`config.mk`:
```
export PLATFORM = sky130hd
export DESIGN_NAME = mbh_arbiter
export DESIGN_NICKNAME = d
export VERILOG_FILES = /design/src/common/mbh_pkg.sv /design/src/core/mbh_arbiter.sv
export SDC_FILE = /design/constraint.sdc
export NUM_CORES = 1
export LEC_CHECK = 0
export CORE_ASPECT_RATIO = 1.1
export CORE_MARGIN = 2
export CORE_UTILIZATION = 35
export DETAILED_ROUTE_END_ITERATION = 8
export DONT_BUFFER_PORTS = 1
export HOLD_SLACK_MARGIN = 0.05
export SETUP_SLACK_MARGIN = 0.15
export SKIP_LAST_GASP = 1
export SLEW_MARGIN = 20
export SYNTH_ARGS = -nofsm -noshare
export SYNTH_HDL_FRONTEND = slang
export SYNTH_SLANG_ARGS = --single-unit
```
`constraint.sdc`:
```
create_clock -name ref_clk -period 2.6 [get_ports ref_clk]
set_input_delay 0.13 -clock ref_clk [delete_from_list [all_inputs] [get_ports ref_clk]]
set_output_delay 0.13 -clock ref_clk [all_outputs]
set_load 0.01 [all_outputs]
```
`src/common/mbh_pkg.sv`:
```
// mbh_pkg: constants and types for the maximum-mode bus handover block
// assumes one clock domain (ref_clk) and an asynchronous active-low reset
package mbh_pkg;
    // queue status codes
    localparam logic [1:0] MBH_QS_NOP = 2'h0;
    localparam logic [1:0] MBH_QS_FIRST = 2'h1;
    localparam logic [1:0] MBH_QS_EMPTY = 2'h2;
    localparam logic [1:0] MBH_QS_SUBSEQ = 2'h3;
    localparam logic [1:0] MBH_QS_RST = 2'h0;
    // pulse width of request, grant and release, in clocks
    localparam int MBH_PULSE_CLK = 1;
    // an idle-bus request may be overtaken by a cycle starting within this many clocks
    localparam int MBH_IDLE_START_CLK = 3;
    // arbiter states, gray along idle -> wait -> grant -> hold -> release
    typedef enum logic [2:0] {
        MBH_ST_IDLE = 3'h0,
        MBH_ST_WAIT = 3'h1,
        MBH_ST_GRANT = 3'h3,
        MBH_ST_HOLD = 3'h2,
        MBH_ST_REL = 3'h6,
        MBH_ST_GAP = 3'h7
    } mbh_state_e;
endpackage

```
`src/core/mbh_arbiter.sv`:
```
// mbh_arbiter: request/grant handover, bus-lock output and queue-status outputs
// assumes the bus interface unit reports its T-state and cycle attributes on ref_clk
// Operation
// - in last or idle clock, float bus, send one-clock low grant, then hold
// - during grant sequence the bus unit is disconnected and starts no cycles
// - on reclaim enter last state, or first state when nothing is pending
// - every handover is exactly request, grant, release pulses
// - at least one idle clock follows every exchange before the next
// - request, grant and release pulses are active low
// - lines are bidirectional; high-priority line wins over low-priority line
// - each line has a pull-up hold so an open line reads high
// - memory-cycle request releases in last state only if arrived by second state
// - no release after low byte of an odd-address word
// - no release after first interrupt acknowledge cycle
// - grant withheld while a locked instruction executes
// - idle-bus request may be released during the next cycle
// - or a cycle starts within three clocks and active-cycle conditions apply
// - low bus-lock tells other masters not to take the system bus
// - bus-lock asserted by lock prefix, held until following instruction completes
// - bus-lock active low, driven high when idle except during grant sequence
// - bus-lock auto-asserted in second state of first ack, removed in second ack
// - queue status shows an operation in the clock after it happened
// - queue status is always driven, even during grant sequence
// - codes: 00 none, 01 first opcode byte, 10 queue emptied
`timescale 1ns/1ps
module mbh_arbiter
    import mbh_pkg::*;
(
    // clock and reset
    input wire logic ref_clk,
    input wire logic arst_n,
    // request/grant pins, input/output/enable each
    input wire logic hold_req_grant_hi_pri_i,
    output logic hold_req_grant_hi_pri_o,
    output logic hold_req_grant_hi_pri_oe,
    input wire logic hold_req_grant_lo_pri_i,
    output logic hold_req_grant_lo_pri_o,
    output logic hold_req_grant_lo_pri_oe,
    // bus interface unit status
    input wire logic bus_idle_state,
    input wire logic bus_state_first,
    input wire logic bus_state_second,
    input wire logic bus_state_last,
    input wire logic cycle_pending,
    input wire logic odd_low_byte,
    input wire logic interrupt_ack_cycle,
    input wire logic first_ack,
    input wire logic lock_prefix,
    input wire logic instr_done,
    // queue operation of this clock
    input wire logic queue_op_valid,
    input wire logic [1:0] queue_op_code,
    // control towards the bus interface unit
    output logic bus_float,
    output logic bus_reclaim,
    output logic resume_last,
    // bus-lock and queue status pins
    output logic bus_lock_n,
    output logic bus_lock_oe,
    output logic queue_state_msb,
    output logic queue_state_lsb
);
    mbh_state_e st_q, st_d;
    logic hi_s1_q, hi_s2_q, lo_s1_q, lo_s2_q;
    logic sel_lo_q, sel_lo_d;
    logic late_q, late_d;
    logic [1:0] idle_cnt_q, idle_cnt_d;
    logic grant_q, grant_d;
    logic float_q, float_d;
    logic recl_q, recl_d;
    logic last_q, last_d;
    logic lock_pref_q, lock_pref_d;
    logic lock_wait_q, lock_wait_d;
    logic ack_lock_q, ack_lock_d;
    logic [1:0] qs_q, qs_d;
    logic echo1_q, echo2_q;
    logic oe_hi_q, oe_hi_d, oe_lo_q, oe_lo_d;
    logic lock_n_q, lock_n_d, lock_oe_q, lock_oe_d;
    logic req_hi, req_lo, req_any, line_low, rel_seen, may_release;

    // pins first pass two flops; open pins read high from the pull-up
    always_ff @(posedge ref_clk or negedge arst_n) begin
        if (!arst_n) begin
            hi_s1_q <= 1'b1;
            hi_s2_q <= 1'b1;
            lo_s1_q <= 1'b1;
            lo_s2_q <= 1'b1;
            echo1_q <= 1'b0;
            echo2_q <= 1'b0;
        end else begin
            hi_s1_q <= hold_req_grant_hi_pri_i;
            hi_s2_q <= hi_s1_q;
            lo_s1_q <= hold_req_grant_lo_pri_i;
            lo_s2_q <= lo_s1_q;
            echo1_q <= grant_q;
            echo2_q <= echo1_q;
        end
    end

    assign req_hi = !hi_s2_q;
    assign req_lo = !lo_s2_q;
    assign req_any = req_hi || req_lo;
    assign line_low = sel_lo_q ? req_lo : req_hi;
    // our own grant returns through the synchroniser two clocks later; it is no release
    assign rel_seen = line_low && !echo2_q;

    // a locked instruction or the odd low byte or first ack blocks release
    assign may_release = (bus_idle_state || bus_state_last) && !lock_pref_q && !lock_wait_q
        && !(bus_state_last && (odd_low_byte || (interrupt_ack_cycle && first_ack))
        && !bus_idle_state) && !late_q;

    always_comb begin
        st_d = st_q;
        sel_lo_d = sel_lo_q;
        late_d = late_q;
        idle_cnt_d = idle_cnt_q;
        grant_d = 1'b0;
        float_d = float_q;
        recl_d = 1'b0;
        last_d = last_q;
        oe_hi_d = 1'b0;
        oe_lo_d = 1'b0;
        unique case (st_q)
            MBH_ST_IDLE: begin
                if (req_any) begin
                    sel_lo_d = !req_hi;
                    // request seen after second state misses this cycle's last state
                    late_d = !bus_idle_state && !bus_state_first && !bus_state_second;
                    idle_cnt_d = 2'(MBH_IDLE_START_CLK - 1);
                    st_d = MBH_ST_WAIT;
                end
            end
            MBH_ST_WAIT: begin
                if (may_release) begin
                    grant_d = 1'b1;
                    float_d = 1'b1;
                    oe_hi_d = !sel_lo_q;
                    oe_lo_d = sel_lo_q;
                    st_d = MBH_ST_GRANT;
                end else if (bus_state_first) begin
                    late_d = 1'b0;
                end else if (bus_state_last && late_q) begin
                    late_d = 1'b0;
                end
                if (bus_idle_state && idle_cnt_q != 2'h0) begin
                    idle_cnt_d = idle_cnt_q - 2'h1;
                end
            end
            MBH_ST_GRANT: begin
                st_d = MBH_ST_HOLD;
            end
            MBH_ST_HOLD: begin
                if (rel_seen) begin
                    st_d = MBH_ST_REL;
                end
            end
            MBH_ST_REL: begin
                float_d = 1'b0;
                recl_d = 1'b1;
                last_d = cycle_pending;
                st_d = MBH_ST_GAP;
            end
            MBH_ST_GAP: begin
                st_d = MBH_ST_IDLE;
            end
            default: begin
                st_d = MBH_ST_IDLE;
                float_d = 1'b0;
            end
        endcase
    end

    always_ff @(posedge ref_clk or negedge arst_n) begin
        if (!arst_n) begin
            st_q <= MBH_ST_IDLE;
            sel_lo_q <= 1'b0;
            late_q <= 1'b0;
            idle_cnt_q <= 2'h0;
            grant_q <= 1'b0;
            float_q <= 1'b0;
            recl_q <= 1'b0;
            last_q <= 1'b0;
            oe_hi_q <= 1'b0;
            oe_lo_q <= 1'b0;
        end else begin
            st_q <= st_d;
            sel_lo_q <= sel_lo_d;
            late_q <= late_d;
            idle_cnt_q <= idle_cnt_d;
            grant_q <= grant_d;
            float_q <= float_d;
            recl_q <= recl_d;
            last_q <= last_d;
            oe_hi_q <= oe_hi_d;
            oe_lo_q <= oe_lo_d;
        end
    end

    // grant pulse driven only on the selected line, low for one clock
    assign hold_req_grant_hi_pri_o = 1'b0;
    assign hold_req_grant_lo_pri_o = 1'b0;
    assign hold_req_grant_hi_pri_oe = oe_hi_q;
    assign hold_req_grant_lo_pri_oe = oe_lo_q;
    assign bus_float = float_q;
    assign bus_reclaim = recl_q;
    assign resume_last = last_q;

    // lock: prefix holds until next instruction done; ack sequence sets its own hold
    always_comb begin
        lock_pref_d = lock_pref_q;
        lock_wait_d = lock_wait_q;
        ack_lock_d = ack_lock_q;
        if (lock_prefix) begin
            lock_pref_d = 1'b1;
        end else if (lock_pref_q && instr_done) begin
            lock_pref_d = 1'b0;
            lock_wait_d = 1'b1;
        end else if (lock_wait_q && instr_done) begin
            lock_wait_d = 1'b0;
        end
        if (interrupt_ack_cycle && bus_state_second) begin
            ack_lock_d = first_ack;
        end
        qs_d = queue_op_valid ? queue_op_code : MBH_QS_NOP;
        lock_n_d = !(lock_pref_d || lock_wait_d || ack_lock_d);
        lock_oe_d = !float_d;
    end

    always_ff @(posedge ref_clk or negedge arst_n) begin
        if (!arst_n) begin
            lock_pref_q <= 1'b0;
            lock_wait_q <= 1'b0;
            ack_lock_q <= 1'b0;
            qs_q <= MBH_QS_RST;
            lock_n_q <= 1'b1;
            lock_oe_q <= 1'b1;
        end else begin
            lock_pref_q <= lock_pref_d;
            lock_wait_q <= lock_wait_d;
            ack_lock_q <= ack_lock_d;
            qs_q <= qs_d;
            lock_n_q <= lock_n_d;
            lock_oe_q <= lock_oe_d;
        end
    end

    // both lock pins come straight from their own flops
    assign bus_lock_n = lock_n_q;
    assign bus_lock_oe = lock_oe_q;
    assign queue_state_msb = qs_q[1];
    assign queue_state_lsb = qs_q[0];

    property p_grant_one_clk;
        @(posedge ref_clk) disable iff (!arst_n)
        $rose(grant_q) |=> !grant_q;
    endproperty
    a_grant_one_clk: assert property (p_grant_one_clk) else $error("grant wider than one clock");

    property p_float_in_hold;
        @(posedge ref_clk) disable iff (!arst_n)
        (st_q == MBH_ST_HOLD) |-> bus_float && !bus_lock_oe;
    endproperty
    a_float_in_hold: assert property (p_float_in_hold) else $error("bus driven in hold");

    property p_gap_idle;
        @(posedge ref_clk) disable iff (!arst_n)
        $rose(recl_q) |=> !grant_q ##1 !grant_q;
    endproperty
    a_gap_idle: assert property (p_gap_idle) else $error("no idle clock after exchange");

    property p_no_grant_locked;
        @(posedge ref_clk) disable iff (!arst_n)
        (lock_pref_q || lock_wait_q) |=> !grant_q;
    endproperty
    a_no_grant_locked: assert property (p_no_grant_locked) else $error("grant while locked");

    property p_qs_follow;
        @(posedge ref_clk) disable iff (!arst_n)
        queue_op_valid |=> {queue_state_msb, queue_state_lsb} == $past(queue_op_code);
    endproperty
    a_qs_follow: assert property (p_qs_follow) else $error("queue status not next clock");

    property p_lock_prefix;
        @(posedge ref_clk) disable iff (!arst_n)
        lock_prefix |=> !bus_lock_n;
    endproperty
    a_lock_prefix: assert property (p_lock_prefix) else $error("lock not asserted");

    property p_one_line;
        @(posedge ref_clk) disable iff (!arst_n)
        !(hold_req_grant_hi_pri_oe && hold_req_grant_lo_pri_oe);
    endproperty
    a_one_line: assert property (p_one_line) else $error("both lines granted");

    property p_reclaim_after_rel;
        @(posedge ref_clk) disable iff (!arst_n)
        (st_q == MBH_ST_HOLD && rel_seen) |=> ##1 recl_q;
    endproperty
    a_reclaim_after_rel: assert property (p_reclaim_after_rel) else $error("no reclaim");

    property p_echo_ignored;
        @(posedge ref_clk) disable iff (!arst_n)
        (st_q == MBH_ST_HOLD && echo2_q) |=> (st_q == MBH_ST_HOLD);
    endproperty
    a_echo_ignored: assert property (p_echo_ignored) else $error("own grant taken as release");

endmodule // mbh_arbiter

```
==> Word-level counts from Yosys, hierarchy flattened <==
Cells that the tools add are included.
{ "totals": {"out_inout_bits": 11, "input_bits": 17, "regBits": 24, "elab_cells": 95} }
{ "op_classes": {"n_mux": 26, "reduce_logical": 38, "n_eq_ne": 10} }
{ "op_table": {"columns": ["op", "n"], "rows": [
  ["1-bit two-way mux", 19],
  ["3-bit one-hot mux with 5 select lines", 1],
  ["1-bit logical AND", 14],
  ["1-bit logical NOT", 13],
  ["3-bit two-way mux", 3],
  ["2-bit inequality test, second input constant", 4],
  ["3-bit by 2-bit == test with 1-bit output, second input constant", 2],
  ["3-bit == test, second input constant", 2],
  ["1-bit logical OR", 5],
  ["1-bit one-hot mux with 2 select lines", 2],
  ["4-bit AND reduction", 1],
  ["4-bit OR reduction", 1],
  ["3-bit by 1-bit == test with 1-bit output, second input constant", 1],
  ["3-bit logical NOT", 1],
  ["3-bit inequality test, second input constant", 1],
  ["3-bit AND reduction", 1],
  ["2-bit two-way mux", 1],
  ["2-bit AND reduction", 1],
  ["2-bit nonzero test", 1]
]} }

==> Depth between registers and ports, before layout <==
Gate-level depths: netlist (run 1).
{ "logic_depth": {"ltp_word": 10, "depth_mapped": 3} }

==> Worst setup path after synthesis (run 1) <==
No wires, ideal clock.
{ "synth_timing": {"kind": "register -> register", "startpoint": "reg st_q[2]", "endpoint": "reg sel_lo_q", "arrival_time_ns": 0.993, "period_less_slack_ns": 1.114, "stages_incl_launch_ff": 3, "required_time_ns": 2.479, "path_slack_ns": 1.486, "setup_ns": 0.121, "cell_sequence": "dfrtp_1 > or3_4 > o22a_1"} }
{ "synth_via": {"elab_chain_len": 2} }
{ "synth_rtl": {"columns": ["item", "line", "source"], "rows": [
  ["start, declared", "mbh_arbiter.sv:63", "mbh_state_e st_q, st_d;"],
  ["start signal, assigned", "mbh_arbiter.sv:186", "st_q <= st_d;"],
  ["3-bit logical NOT", "mbh_arbiter.sv:123", "unique case (st_q)"],
  ["2-bit AND reduction (no line)", null, null],
  ["end signal, assigned", "mbh_arbiter.sv:187", "sel_lo_q <= sel_lo_d;"],
  ["end, declared", "mbh_arbiter.sv:65", "logic sel_lo_q, sel_lo_d;"]
]} }
No other way between the ends.
A chain may end at the register's enable or synchronous reset.

==> Worst setup path after layout (run 1) <==
{ "layout_timing": {"startpoint": "reg lock_pref_q", "endpoint": "reg lock_n_q (netlist: bus_lock_n)"} }
{ "layout_via": {"elab_chain_len": 6, "elab_cells_between_ends": 8, "classes_between": "mux: 4; reduce/logical: 4"} }
{ "layout_rtl": {"columns": ["item", "line", "source"], "rows": [
  ["start, declared", "mbh_arbiter.sv:72", "logic lock_pref_q, lock_pref_d;"],
  ["start signal, assigned", "mbh_arbiter.sv:238", "lock_pref_q <= lock_pref_d;"],
  ["1-bit logical AND", "mbh_arbiter.sv:215", "end else if (lock_pref_q && instr_done) begin"],
  ["1-bit two-way mux *", "mbh_arbiter.sv:215", null],
  ["1-bit two-way mux *", "mbh_arbiter.sv:213", "if (lock_prefix) begin"],
  ["named net lock_pref_d", "mbh_arbiter.sv:72", null],
  ["1-bit logical OR * (2 in a row)", "mbh_arbiter.sv:225", "lock_n_d = !(lock_pref_d || lock_wait_d || ack_lock_d);"],
  ["1-bit logical NOT *", "mbh_arbiter.sv:225", null],
  ["named net lock_n_d", "mbh_arbiter.sv:78", "logic lock_n_q, lock_n_d, lock_oe_q, lock_oe_d;"],
  ["end signal, assigned", "mbh_arbiter.sv:242", "lock_n_q <= lock_n_d;"],
  ["end, declared", "mbh_arbiter.sv:78", null]
]} }
Mark *: on every way through the listed nets, which the timed path passes. The rest lies on a longest branch.

==> out/qor.csv, run 1 <==
stage,metric,value,unit
run_status,status,"finished, final reports clean",
worst_setup_path,cp-end-kind,register,
logic_synthesis,synth-adder-area-share,0,
detailed_routing,drt-vias-per-instance,4.709,
logic_synthesis,synthArstFlopShare,1.000,
power,p_sw,0.2103,mW
detailed_routing,routed_wl,1.509,mm
floorplanning,ios,28,
worst_setup_path,cp_data_required_time,2830,ps
logic_synthesis,yosys_warnings,0,
worst_setup_path,startpoint,lock_pref_q,
floorplanning,core,0.002496,mm²
min_path,worstHoldEndpoint,grant_q,
detailed_routing,vias,551,
worst_setup_path,start_kind,register,
worst_setup_path,timing.rr.end,bus_lock_n,
layout,final_core_util,0.4426,
clock_network,cts-htree-levels,1,
placement,dpl.hpwl,1.020,mm
layout,multi_input_area,277.8,µm²
power,p_per_area,727.0,mW/mm²
logic_synthesis,synth.area.mux_share,0.05874,
clock_network,clk_path_buf_depth,2,
sta,rsz0062_at_grt,no,
placement,place_congestion,0.6838,
power,vdd_drop_max,0.0004667,V
floorplanning,start_util,0.3669,
global_route,grt_max_degree,25,
clock_network,clk_pin_slew_worst_paths,120,ps
detailed_routing,drtPass1Iterations,4,
sta,relSlewSlack,0.5644,
sta,fmax,698.1,MHz
layout,diodes,0,
global_route,antenna_found_initial,0,
layout,seq_area,608.1,µm²
clock_network,root_buffer,clkbuf_4,
logic_synthesis,synth-seq-cells,24,
logic_synthesis,synth_xor_xnor_area_share,0,
floorplanning,dieWidth,52.78,µm
sta,tightest_slew,650.4,ps
detailed_routing,drtIter0Drc,7,
worst_setup_path,r2r_setup_slack,1170,ps
detailed_routing,drc,0,
sta,hold_viol,0,
clock_network,cts_tree,done,
min_path,min_path_type,primary input to register,
clock_network,worstSkewPairLatency,300,ps
global_route,grt_pass1_wl,2.739,mm
worst_setup_path,r2r.worst_path.cells,3,
power,p_leak,0.4945,nW
clock_network,clock_sinks,24,
logic_synthesis,synth_cell_types,27,
logic_synthesis,syn-mean-instance-area,13.08,µm²
logic_synthesis,synth_edf_count,0,
global_route,grt-ovfl-total,0,
power,combPwrFrac,0.154,
clock_network,cts_resized,0,
worst_setup_path,crit_fanout,3,
clock_network,cts_inserted_buffers,3,
logic_synthesis,synth_compound_area_frac,0.07787,
worst_setup_path,critPathArrivalTime,1670,ps
layout,nNetsFinal,104,
min_path,hp-start,bus_idle_state,
job,drv_cap,0,
power,seqPwrFrac,0.613,
placement,io_buffers,0,
logic_synthesis,syn_inst,70,
global_route,grtUsageTotal,0.1228,
sta,setup_tns,0,ps
logic_synthesis,synth_top_family_by_area,simple AND/OR/NAND/NOR gates,
logic_synthesis,synth_flop_cell,dfrtp_1,
sta,period_minus_slack,1432,ps
logic_synthesis,ys_seq_area_frac,0.6639,
detailed_routing,wl_per_cell,12.90,µm
layout,synthToLayoutAreaGrowth,20.63,%
sta,report.final.setup_viol,0,
global_route,grt_pass1_vias,622,
worst_setup_path,r2r_start,lock_pref_q,
power,clkPwrFrac,0.233,
logic_synthesis,synth_area,915.9,µm²
sta,fin_crit_sh,0.5509,
floorplanning,rows,19,
min_path,hold_depth,2,
sta,slew_viol_final,0,
floorplanning,die_h,57.65,µm
power,swShare,0.2618,
power,power.internal,0.5929,mW
worst_setup_path,crit_type,register to register,
logic_synthesis,synth-simple-area-share,0.1585,
layout,final_layout_size_suffix_gt1_frac,0.2093,
floorplanning,fp.dieArea,0.003042,mm²
sta,skew,3.945,ps
layout,n_fill_cell,230,
detailed_routing,antenna_left,0,
[registers in the layout, summed over array words and instances (netlist names), named ones only]
signal	flops
bus_reclaim	1
echo2_q	1
lock_wait_q	1
grant_q	1
qs_q	2
ack_lock_q	1
bus_float	1
sel_lo_q	1
echo1_q	1
lo_s1_q	1
hi_s1_q	1
hi_s2_q	1
hold_req_grant_lo_pri_oe	1
resume_last	1
lo_s2_q	1
bus_lock_oe	1
st_q	2
hold_req_grant_hi_pri_oe	1
lock_pref_q	1
bus_lock_n	1
late_q	1
[worst max-delay path, stage by stage (launching register included)]
cell and delay (ps):
dfrtp_1 440, a21o_1 170, dlygate4sd3_1 570, nor3_1 190
[per-stage QoR]
stage	hold WS [ps]	std cells	power (mW)	setup slack, ps	cell area (µm²)
after detailed placement	-165.1	100	0.6007	1436	943.4
after global routing	60.11	117	0.8600	1126	1105
after global placement	-164.9	100	0.5943	1469	943.4
after CTS	70.19	115	0.8117	1166	1090
after floorplan	-165.6	71	0.5774	1486	919.6
final	83.81	117	0.8032	1168	1105
[timing repair]
| action | 4_1_cts | 5_1_grt |
|---|---|---|
| hold buffers | 11 | 2 |
| buffers inserted | 0 | 0 |
| hold endpoints to repair | 32 | 19 |
[cells in the mapped netlist (all sizes together), types with 2 or more instances]
master / count / share of area
nand2: 7 / 0.031
and2: 2 / 0.014
nor3: 4 / 0.022
buf: 2 / 0.016
dfrtp: 18 / 0.49
inv: 5 / 0.020
o21ai: 2 / 0.011
nor2: 4 / 0.016
mux2i: 2 / 0.022
dfstp: 6 / 0.17
mux2: 3 / 0.037
nor3b: 2 / 0.022
[worst max path at each step]
stage / to / slack, ps
after detailed placement: sel_lo_q / 1440
after floorplan: sel_lo_q / 1490
after CTS: bus_lock_n / 1170
after global placement: sel_lo_q / 1470
final: bus_lock_n / 1170
after global routing: bus_lock_n / 1130
[power by group through the flow]
stage          Combinational, mW  Sequential [mW]  Clock [mW]
2_1_floorplan             0.0916            0.486           0
3_3_place_gp              0.0985            0.496           0
6_report                   0.124            0.492       0.187
5_1_grt                    0.138            0.501       0.221
3_5_place_dp               0.100            0.500           0
4_1_cts                    0.123            0.494       0.195
[logic make-up after synthesis]
family,count (synthesis)
flip-flops,24
other,1
AO/OA/AOI/OAI,10
buffers and inverters,7
AND/OR/NAND/NOR,23
multiplexers,5
[final cells by class]
cell class / instances / area share
sequential: 24 / 0.5504
multi-input combinational: 40 / 0.2514
timing repair buffer: 13 / 0.1133
tap: 31 / 0.03511
clock buffer: 4 / 0.03284
inverter: 5 / 0.01699
[metal layers]
metal	routed length [µm]	vias up	global-route usage
met3	89	2	0.01804
li1	-	264	-
met4	20	0	0.06593
met2	758	20	0.2089
met5	0	-	0
met1	640	265	0.1480
[cells in the final DEF (no fill, tap or decap)]
cell and count:
o2bb2ai_1 1, o21ai_0 2, conb_1 2, dfstp_2 6, nor3b_2 1, mux2i_1 2, dlygate4sd3_1 12, a21o_1 1
buf_2 1, a21oi_1 1, nor4b_4 1, and2_1 2, dfrtp_1 18, nand2_2 1, clkbuf_8 1, a221oi_1 1
nand3b_1 1, nand2b_1 1, mux2_2 3, nor3b_1 1, nor3_1 4, a2bb2oi_1 1, inv_1 5, nand2_1 6
o22a_1 1, nor2_1 4, o31ai_1 1, a31oi_1 1, or3_4 1, clkbuf_4 3
(Power assumes the default switching activity.)
==> inputs of run 2 (changes only) <==
==> constraint.sdc (replaced) <==
create_clock -name ref_clk -period 1.45 [get_ports ref_clk]
set_input_delay 0.0725 -clock ref_clk [delete_from_list [all_inputs] [get_ports ref_clk]]
set_output_delay 0.0725 -clock ref_clk [all_outputs]
set_load 0.01 [all_outputs]
==> run 2 against run 1 <==
Wire length rose by 1.2%. Core utilization up 0.70 points. Sequential power grew 79%. Final cell count is 1.7% higher.
==> out/qor.csv, run 2 (synthesis results as in run 1) <==
stage,metric,value,unit
worst_setup_path,crit_type,register to register,
floorplanning,dieWidth,52.78,µm
worst_setup_path,start_kind,register,
sta,fmax,851.2,MHz
clock_network,cts_resized,0,
clock_network,clk_path_buf_depth,2,
floorplanning,core,0.002496,mm²
detailed_routing,antenna_left,0,
min_path,min_path_type,primary input to register,
layout,nNetsFinal,106,
worst_setup_path,critical-path-max-stage-delay,480,ps
sta,rsz0062_at_grt,no,
placement,io_buffers,0,
min_path,worstHoldEndpoint,late_q,
global_route,grt-ovfl-total,0,
clock_network,clock_sinks,24,
clock_network,clk_pin_slew_worst_paths,120,ps
clock_network,cts_hold_buffers,13,
global_route,grt_pass1_wl,2.684,mm
power,total_power,1.445,mW
detailed_routing,drtPass1Iterations,4,
sta,relSlewSlack,0.6646,
sta,skew,1.484,ps
worst_setup_path,critPathArrivalTime,1380,ps
power,p_per_area,1287,mW/mm²
worst_setup_path,cp_top_family,flip-flops,
layout,final_layout_size_suffix_gt1_frac,0.2159,
clock_network,post_cts_buffers,0,
worst_setup_path,worst_path_max_delay_cell,dfrtp_1,
global_route,grtUsageTotal,0.1251,
worst_setup_path,r2r_setup_slack,280,ps
job,drv_cap,0,
placement,place_congestion,0.7339,
worst_setup_path,crit_buf_inv,0,
worst_setup_path,cp_data_required_time,1660,ps
layout,final_cell_mix,"dfrtp_1 (18), dlygate4sd3_1 (13), nand2_1 (6), dfstp_2 (6), inv_1 (5)",
clock_network,cts_tree,done,
worst_setup_path,r2r.worst_path.cells,2,
min_path,hold_depth,3,
sta,period_minus_slack,1175,ps
worst_setup_path,r2r_start,st_q[0],
sta,report.final.setup_viol,0,
worst_setup_path,timing.rr.end,sel_lo_q,
clock_network,cts_inserted_buffers,3,
global_route,antenna_found_initial,0,
detailed_routing,wl_per_cell,12.83,µm
layout,top_regs,"qs_q (2), st_q (2)",
sta,slew_viol_final,0,
clock_network,worstSkewPairLatency,310,ps
floorplanning,ios,28,
worst_setup_path,path_cells,or3_4 > o22a_1,
layout,synthToLayoutAreaGrowth,22.54,%
detailed_routing,vias,574,
detailed_routing,drt-vias-per-instance,4.824,
sta,final.setup.worst_slack,275.1,ps
floorplanning,start_util,0.3669,
sta,tightest_slew,503.1,ps
layout,diodes,0,
layout,final_common_cell,dfrtp_1,
detailed_routing,drtIter0Drc,7,
worst_setup_path,crit_fanout,8,
placement,placed_cells,101,
run_status,status,"finished, final reports clean",
clock_network,root_buffer,clkbuf_4,
power,p_leak,0.5044,nW
clock_network,cts-htree-levels,1,
global_route,grt_max_degree,25,
sta,fin_crit_sh,0.8103,
global_route,grt_pass1_vias,643,
power,vdd_drop_max,0.0006885,V
sta,hold_viol,0,
min_path,hp-start,bus_state_second,
floorplanning,fp.dieArea,0.003042,mm²
sta,worst_hold_slack,54.38,ps
detailed_routing,routed_wl,1.527,mm
detailed_routing,drc,0,
placement,dpl.hpwl,1.011,mm
worst_setup_path,cp-end-kind,register,
sta,setup_tns,0,ps
layout,stdcell_count,119,
floorplanning,die_h,57.65,µm
placement,dp_slack,294.1,ps
floorplanning,rows,19,
==> run 2: area by class of cell <==
type	count	area [µm²]
Timing Repair Buffer	15	142.6
Sequential cell	24	608.1
Clock buffer	4	36.28
Tap cell	31	38.79
Inverter	5	18.77
Multi-Input combinational cell	40	277.8
Fill cell	230	1374
==> run 2: worst register-to-register path: stages, from the launching register on <==
cell and delay, ps:
dfrtp_1 480, or3_4 400, o22a_1 200
==> run 2: worst max path at each step <==
stage | depth (start not counted) | to | slack, ps | startpoint
after floorplan | 2 | sel_lo_q | 340 | st_q[2]
after global placement | 2 | sel_lo_q | 320 | st_q[2]
after detailed placement | 2 | sel_lo_q | 290 | st_q[0]
after CTS | 2 | sel_lo_q | 280 | st_q[0]
after global routing | 3 | sel_lo_q | 220 | st_q[0]
final | 2 | sel_lo_q | 280 | st_q[0]
==> run 2: through the flow <==
stage | util | cell area [µm²]
finish | 0.4496 | 1122
global route | 0.4496 | 1122
CTS | 0.4476 | 1117
detailed placement | 0.3810 | 950.9
global placement | 0.3810 | 950.9
floorplan | - | 919.6
==> run 2: power by group <==
group / internal, mW / switching [mW] / leakage [nW]
combinational: 0.134 / 0.0896 / 0.193
clock: 0.153 / 0.186 / 0.0210
sequential: 0.776 / 0.105 / 0.290
total: 1.06 / 0.381 / 0.504
==> run 2: per-layer routing <==
layer / wire, µm / share of wire / vias up / GRT usage
met3: 109 / 0.071 / 4 / 0.03608
met2: 795 / 0.52 / 26 / 0.2054
met4: 25 / 0.016 / 0 / 0.06593
met1: 597 / 0.39 / 275 / 0.1466
li1: - / - / 269 / -
met5: 0 / 0 / - / 0
==> inputs of run 3 (changes only) <==
==> constraint.sdc (replaced) <==
create_clock -name ref_clk -period 1.1 [get_ports ref_clk]
set_input_delay 0.055 -clock ref_clk [delete_from_list [all_inputs] [get_ports ref_clk]]
set_output_delay 0.055 -clock ref_clk [all_outputs]
set_load 0.01 [all_outputs]
==> run 3 against run 2 <==
The run now ends with setup timing left. Wire length rose by 12%. Critical path type unchanged. First-iteration DRC count increased by 100%. Clock power grew 32%. Clock-buffer cell count unchanged. Highest routed layer unchanged.
==> out/qor.csv, run 3 (synthesis results as in run 1) <==
stage,metric,value,unit
layout,final_common_cell,dfrtp_1,
sta,report.final.setup_viol,7,
layout,diodes,0,
worst_setup_path,crit_type,register to register,
sta,slew_viol_final,0,
sta,fmax,881.7,MHz
detailed_routing,antenna_left,0,
global_route,grt_max_degree,25,
sta,rsz0062_at_grt,yes,
clock_network,root_buffer,clkbuf_4,
layout,final_layout_size_suffix_gt1_frac,0.3333,
sta,skew,1.893,ps
clock_network,worstSkewPairLatency,310,ps
placement,io_buffers,0,
floorplanning,ios,28,
detailed_routing,wl_per_cell,13.50,µm
clock_network,clock_sinks,24,
worst_setup_path,cp_data_required_time,1310,ps
clock_network,cts_inserted_buffers,3,
worst_setup_path,critPathArrivalTime,1350,ps
global_route,grt-ovfl-total,0,
clock_network,clk_path_buf_depth,2,
detailed_routing,drtPass1Iterations,4,
floorplanning,rows,19,
global_route,grt_pass1_wl,2.884,mm
layout,top_regs,"qs_q (2), st_q (2)",
worst_setup_path,r2r_setup_slack,-30,ps
layout,synthToLayoutAreaGrowth,32.24,%
floorplanning,core,0.002496,mm²
clock_network,clk_pin_slew_worst_paths,120,ps
power,p_leak,0.5473,nW
clock_network,cts-htree-levels,1,
global_route,antenna_found_initial,0,
worst_setup_path,cp_top_family,flip-flops,
worst_setup_path,crit_buf_inv,0,
global_route,grt_pass1_vias,679,
floorplanning,dieWidth,52.78,µm
sta,hold_viol,0,
run_status,status,"complete, but fails checks",
worst_setup_path,start_kind,register,
detailed_routing,drc,0,
sta,fin_crit_sh,1.031,
worst_setup_path,cp-end-kind,register,
power,total_power,2.014,mW
job,drv_cap,0,
floorplanning,fp.dieArea,0.003042,mm²
min_path,min_path_type,primary input to register,
sta,worst_hold_slack,105.7,ps
run_status,violations,setup timing,
detailed_routing,drtIter0Drc,14,
detailed_routing,vias,596,
sta,final.setup.worst_slack,-34.13,ps
layout,final_cell_mix,"dfrtp_1 (17), dlygate4sd3_1 (15), buf_4 (7)",
power,p_per_area,1663,mW/mm²
worst_setup_path,critical-path-max-stage-delay,420,ps
sta,relSlewSlack,0.6611,
detailed_routing,routed_wl,1.715,mm
placement,place_congestion,0.7210,
placement,dp_slack,-67.47,ps
worst_setup_path,crit_fanout,3,
power,vdd_drop_max,0.001076,V
sta,setup_tns,-114.3,ps
worst_setup_path,path_cells,or3_4 > o22a_1,
detailed_routing,drt-vias-per-instance,4.693,
floorplanning,start_util,0.3669,
clock_network,cts_tree,done,
sta,tightest_slew,508.4,ps
worst_setup_path,worst_path_max_delay_cell,dfrtp_1,
global_route,grtUsageTotal,0.1340,
floorplanning,die_h,57.65,µm
placement,dpl.hpwl,1.060,mm
layout,nNetsFinal,114,
sta,period_minus_slack,1134,ps
## run 3: cell count changes in the layout (fill, tap and decap cells not counted), sizes merged
cell	before	now
buf	2	8
dlygate4sd3	13	15
## run 3: per-stage QoR
| step | cell area, µm² | instances | utilization |
|---|---|---|---|
| after global placement | 973.4 | 104 | 0.3900 |
| after global routing | 1211 | 127 | 0.4852 |
| after detailed placement | 973.4 | 104 | 0.3900 |
| final | 1211 | 127 | 0.4852 |
| after CTS | 1156 | 122 | 0.4632 |
| after floorplan | 919.6 | 71 | - |
## run 3: worst paths after layout
kind,to,from,cells past startpoint
max,sel_lo_q,st_q[2],2
min,bus_lock_oe,bus_state_last,3
max reg2reg,sel_lo_q,st_q[2],2
min reg2reg,lo_s2_q,lo_s1_q,0
max in group asynchronous,st_q[0],arst_n,2
min in group asynchronous,ack_lock_q,arst_n,2
## run 3: what timing repair did
action	4_1_cts	5_1_grt
setup buffers	0	3
pin swaps	2	0
hold buffers	14	2
setup endpoints to repair	14	15
resized for setup	3	7
gates cloned	0	0
hold endpoints to repair	35	19
## run 3: power by group
part	internal, mW	switching, mW	total, mW
Combinational	0.243	0.177	0.420
Clock	0.202	0.248	0.450
Sequential	1.03	0.118	1.14
## run 3: area by class of cell
type                    count  area, µm²
inverters                   5      18.77
fillers                   220       1285
well taps                  31      38.79
repair buffers             23      207.7
multi-input cells          40      300.3
clock buffers               4      36.28
flip-flops and latches     24      609.3
## run 3: worst reg2reg max path: cells and delay by family, from the launching register on
family	cells	cell delay [ps]
DFF	1	420
and+or+nand+nor	1	410
AOI/OAI and AO/OA	1	200
## run 3: metal layers
| layer | vias to the layer above | part of all wire | track usage |
|---|---|---|---|
| li1 | 288 | - | - |
| met1 | 279 | 0.38 | 0.1458 |
| met2 | 24 | 0.55 | 0.2321 |
| met3 | 5 | 0.044 | 0.03351 |
| met4 | 0 | 0.024 | 0.07692 |
| met5 | - | 0 | 0 |
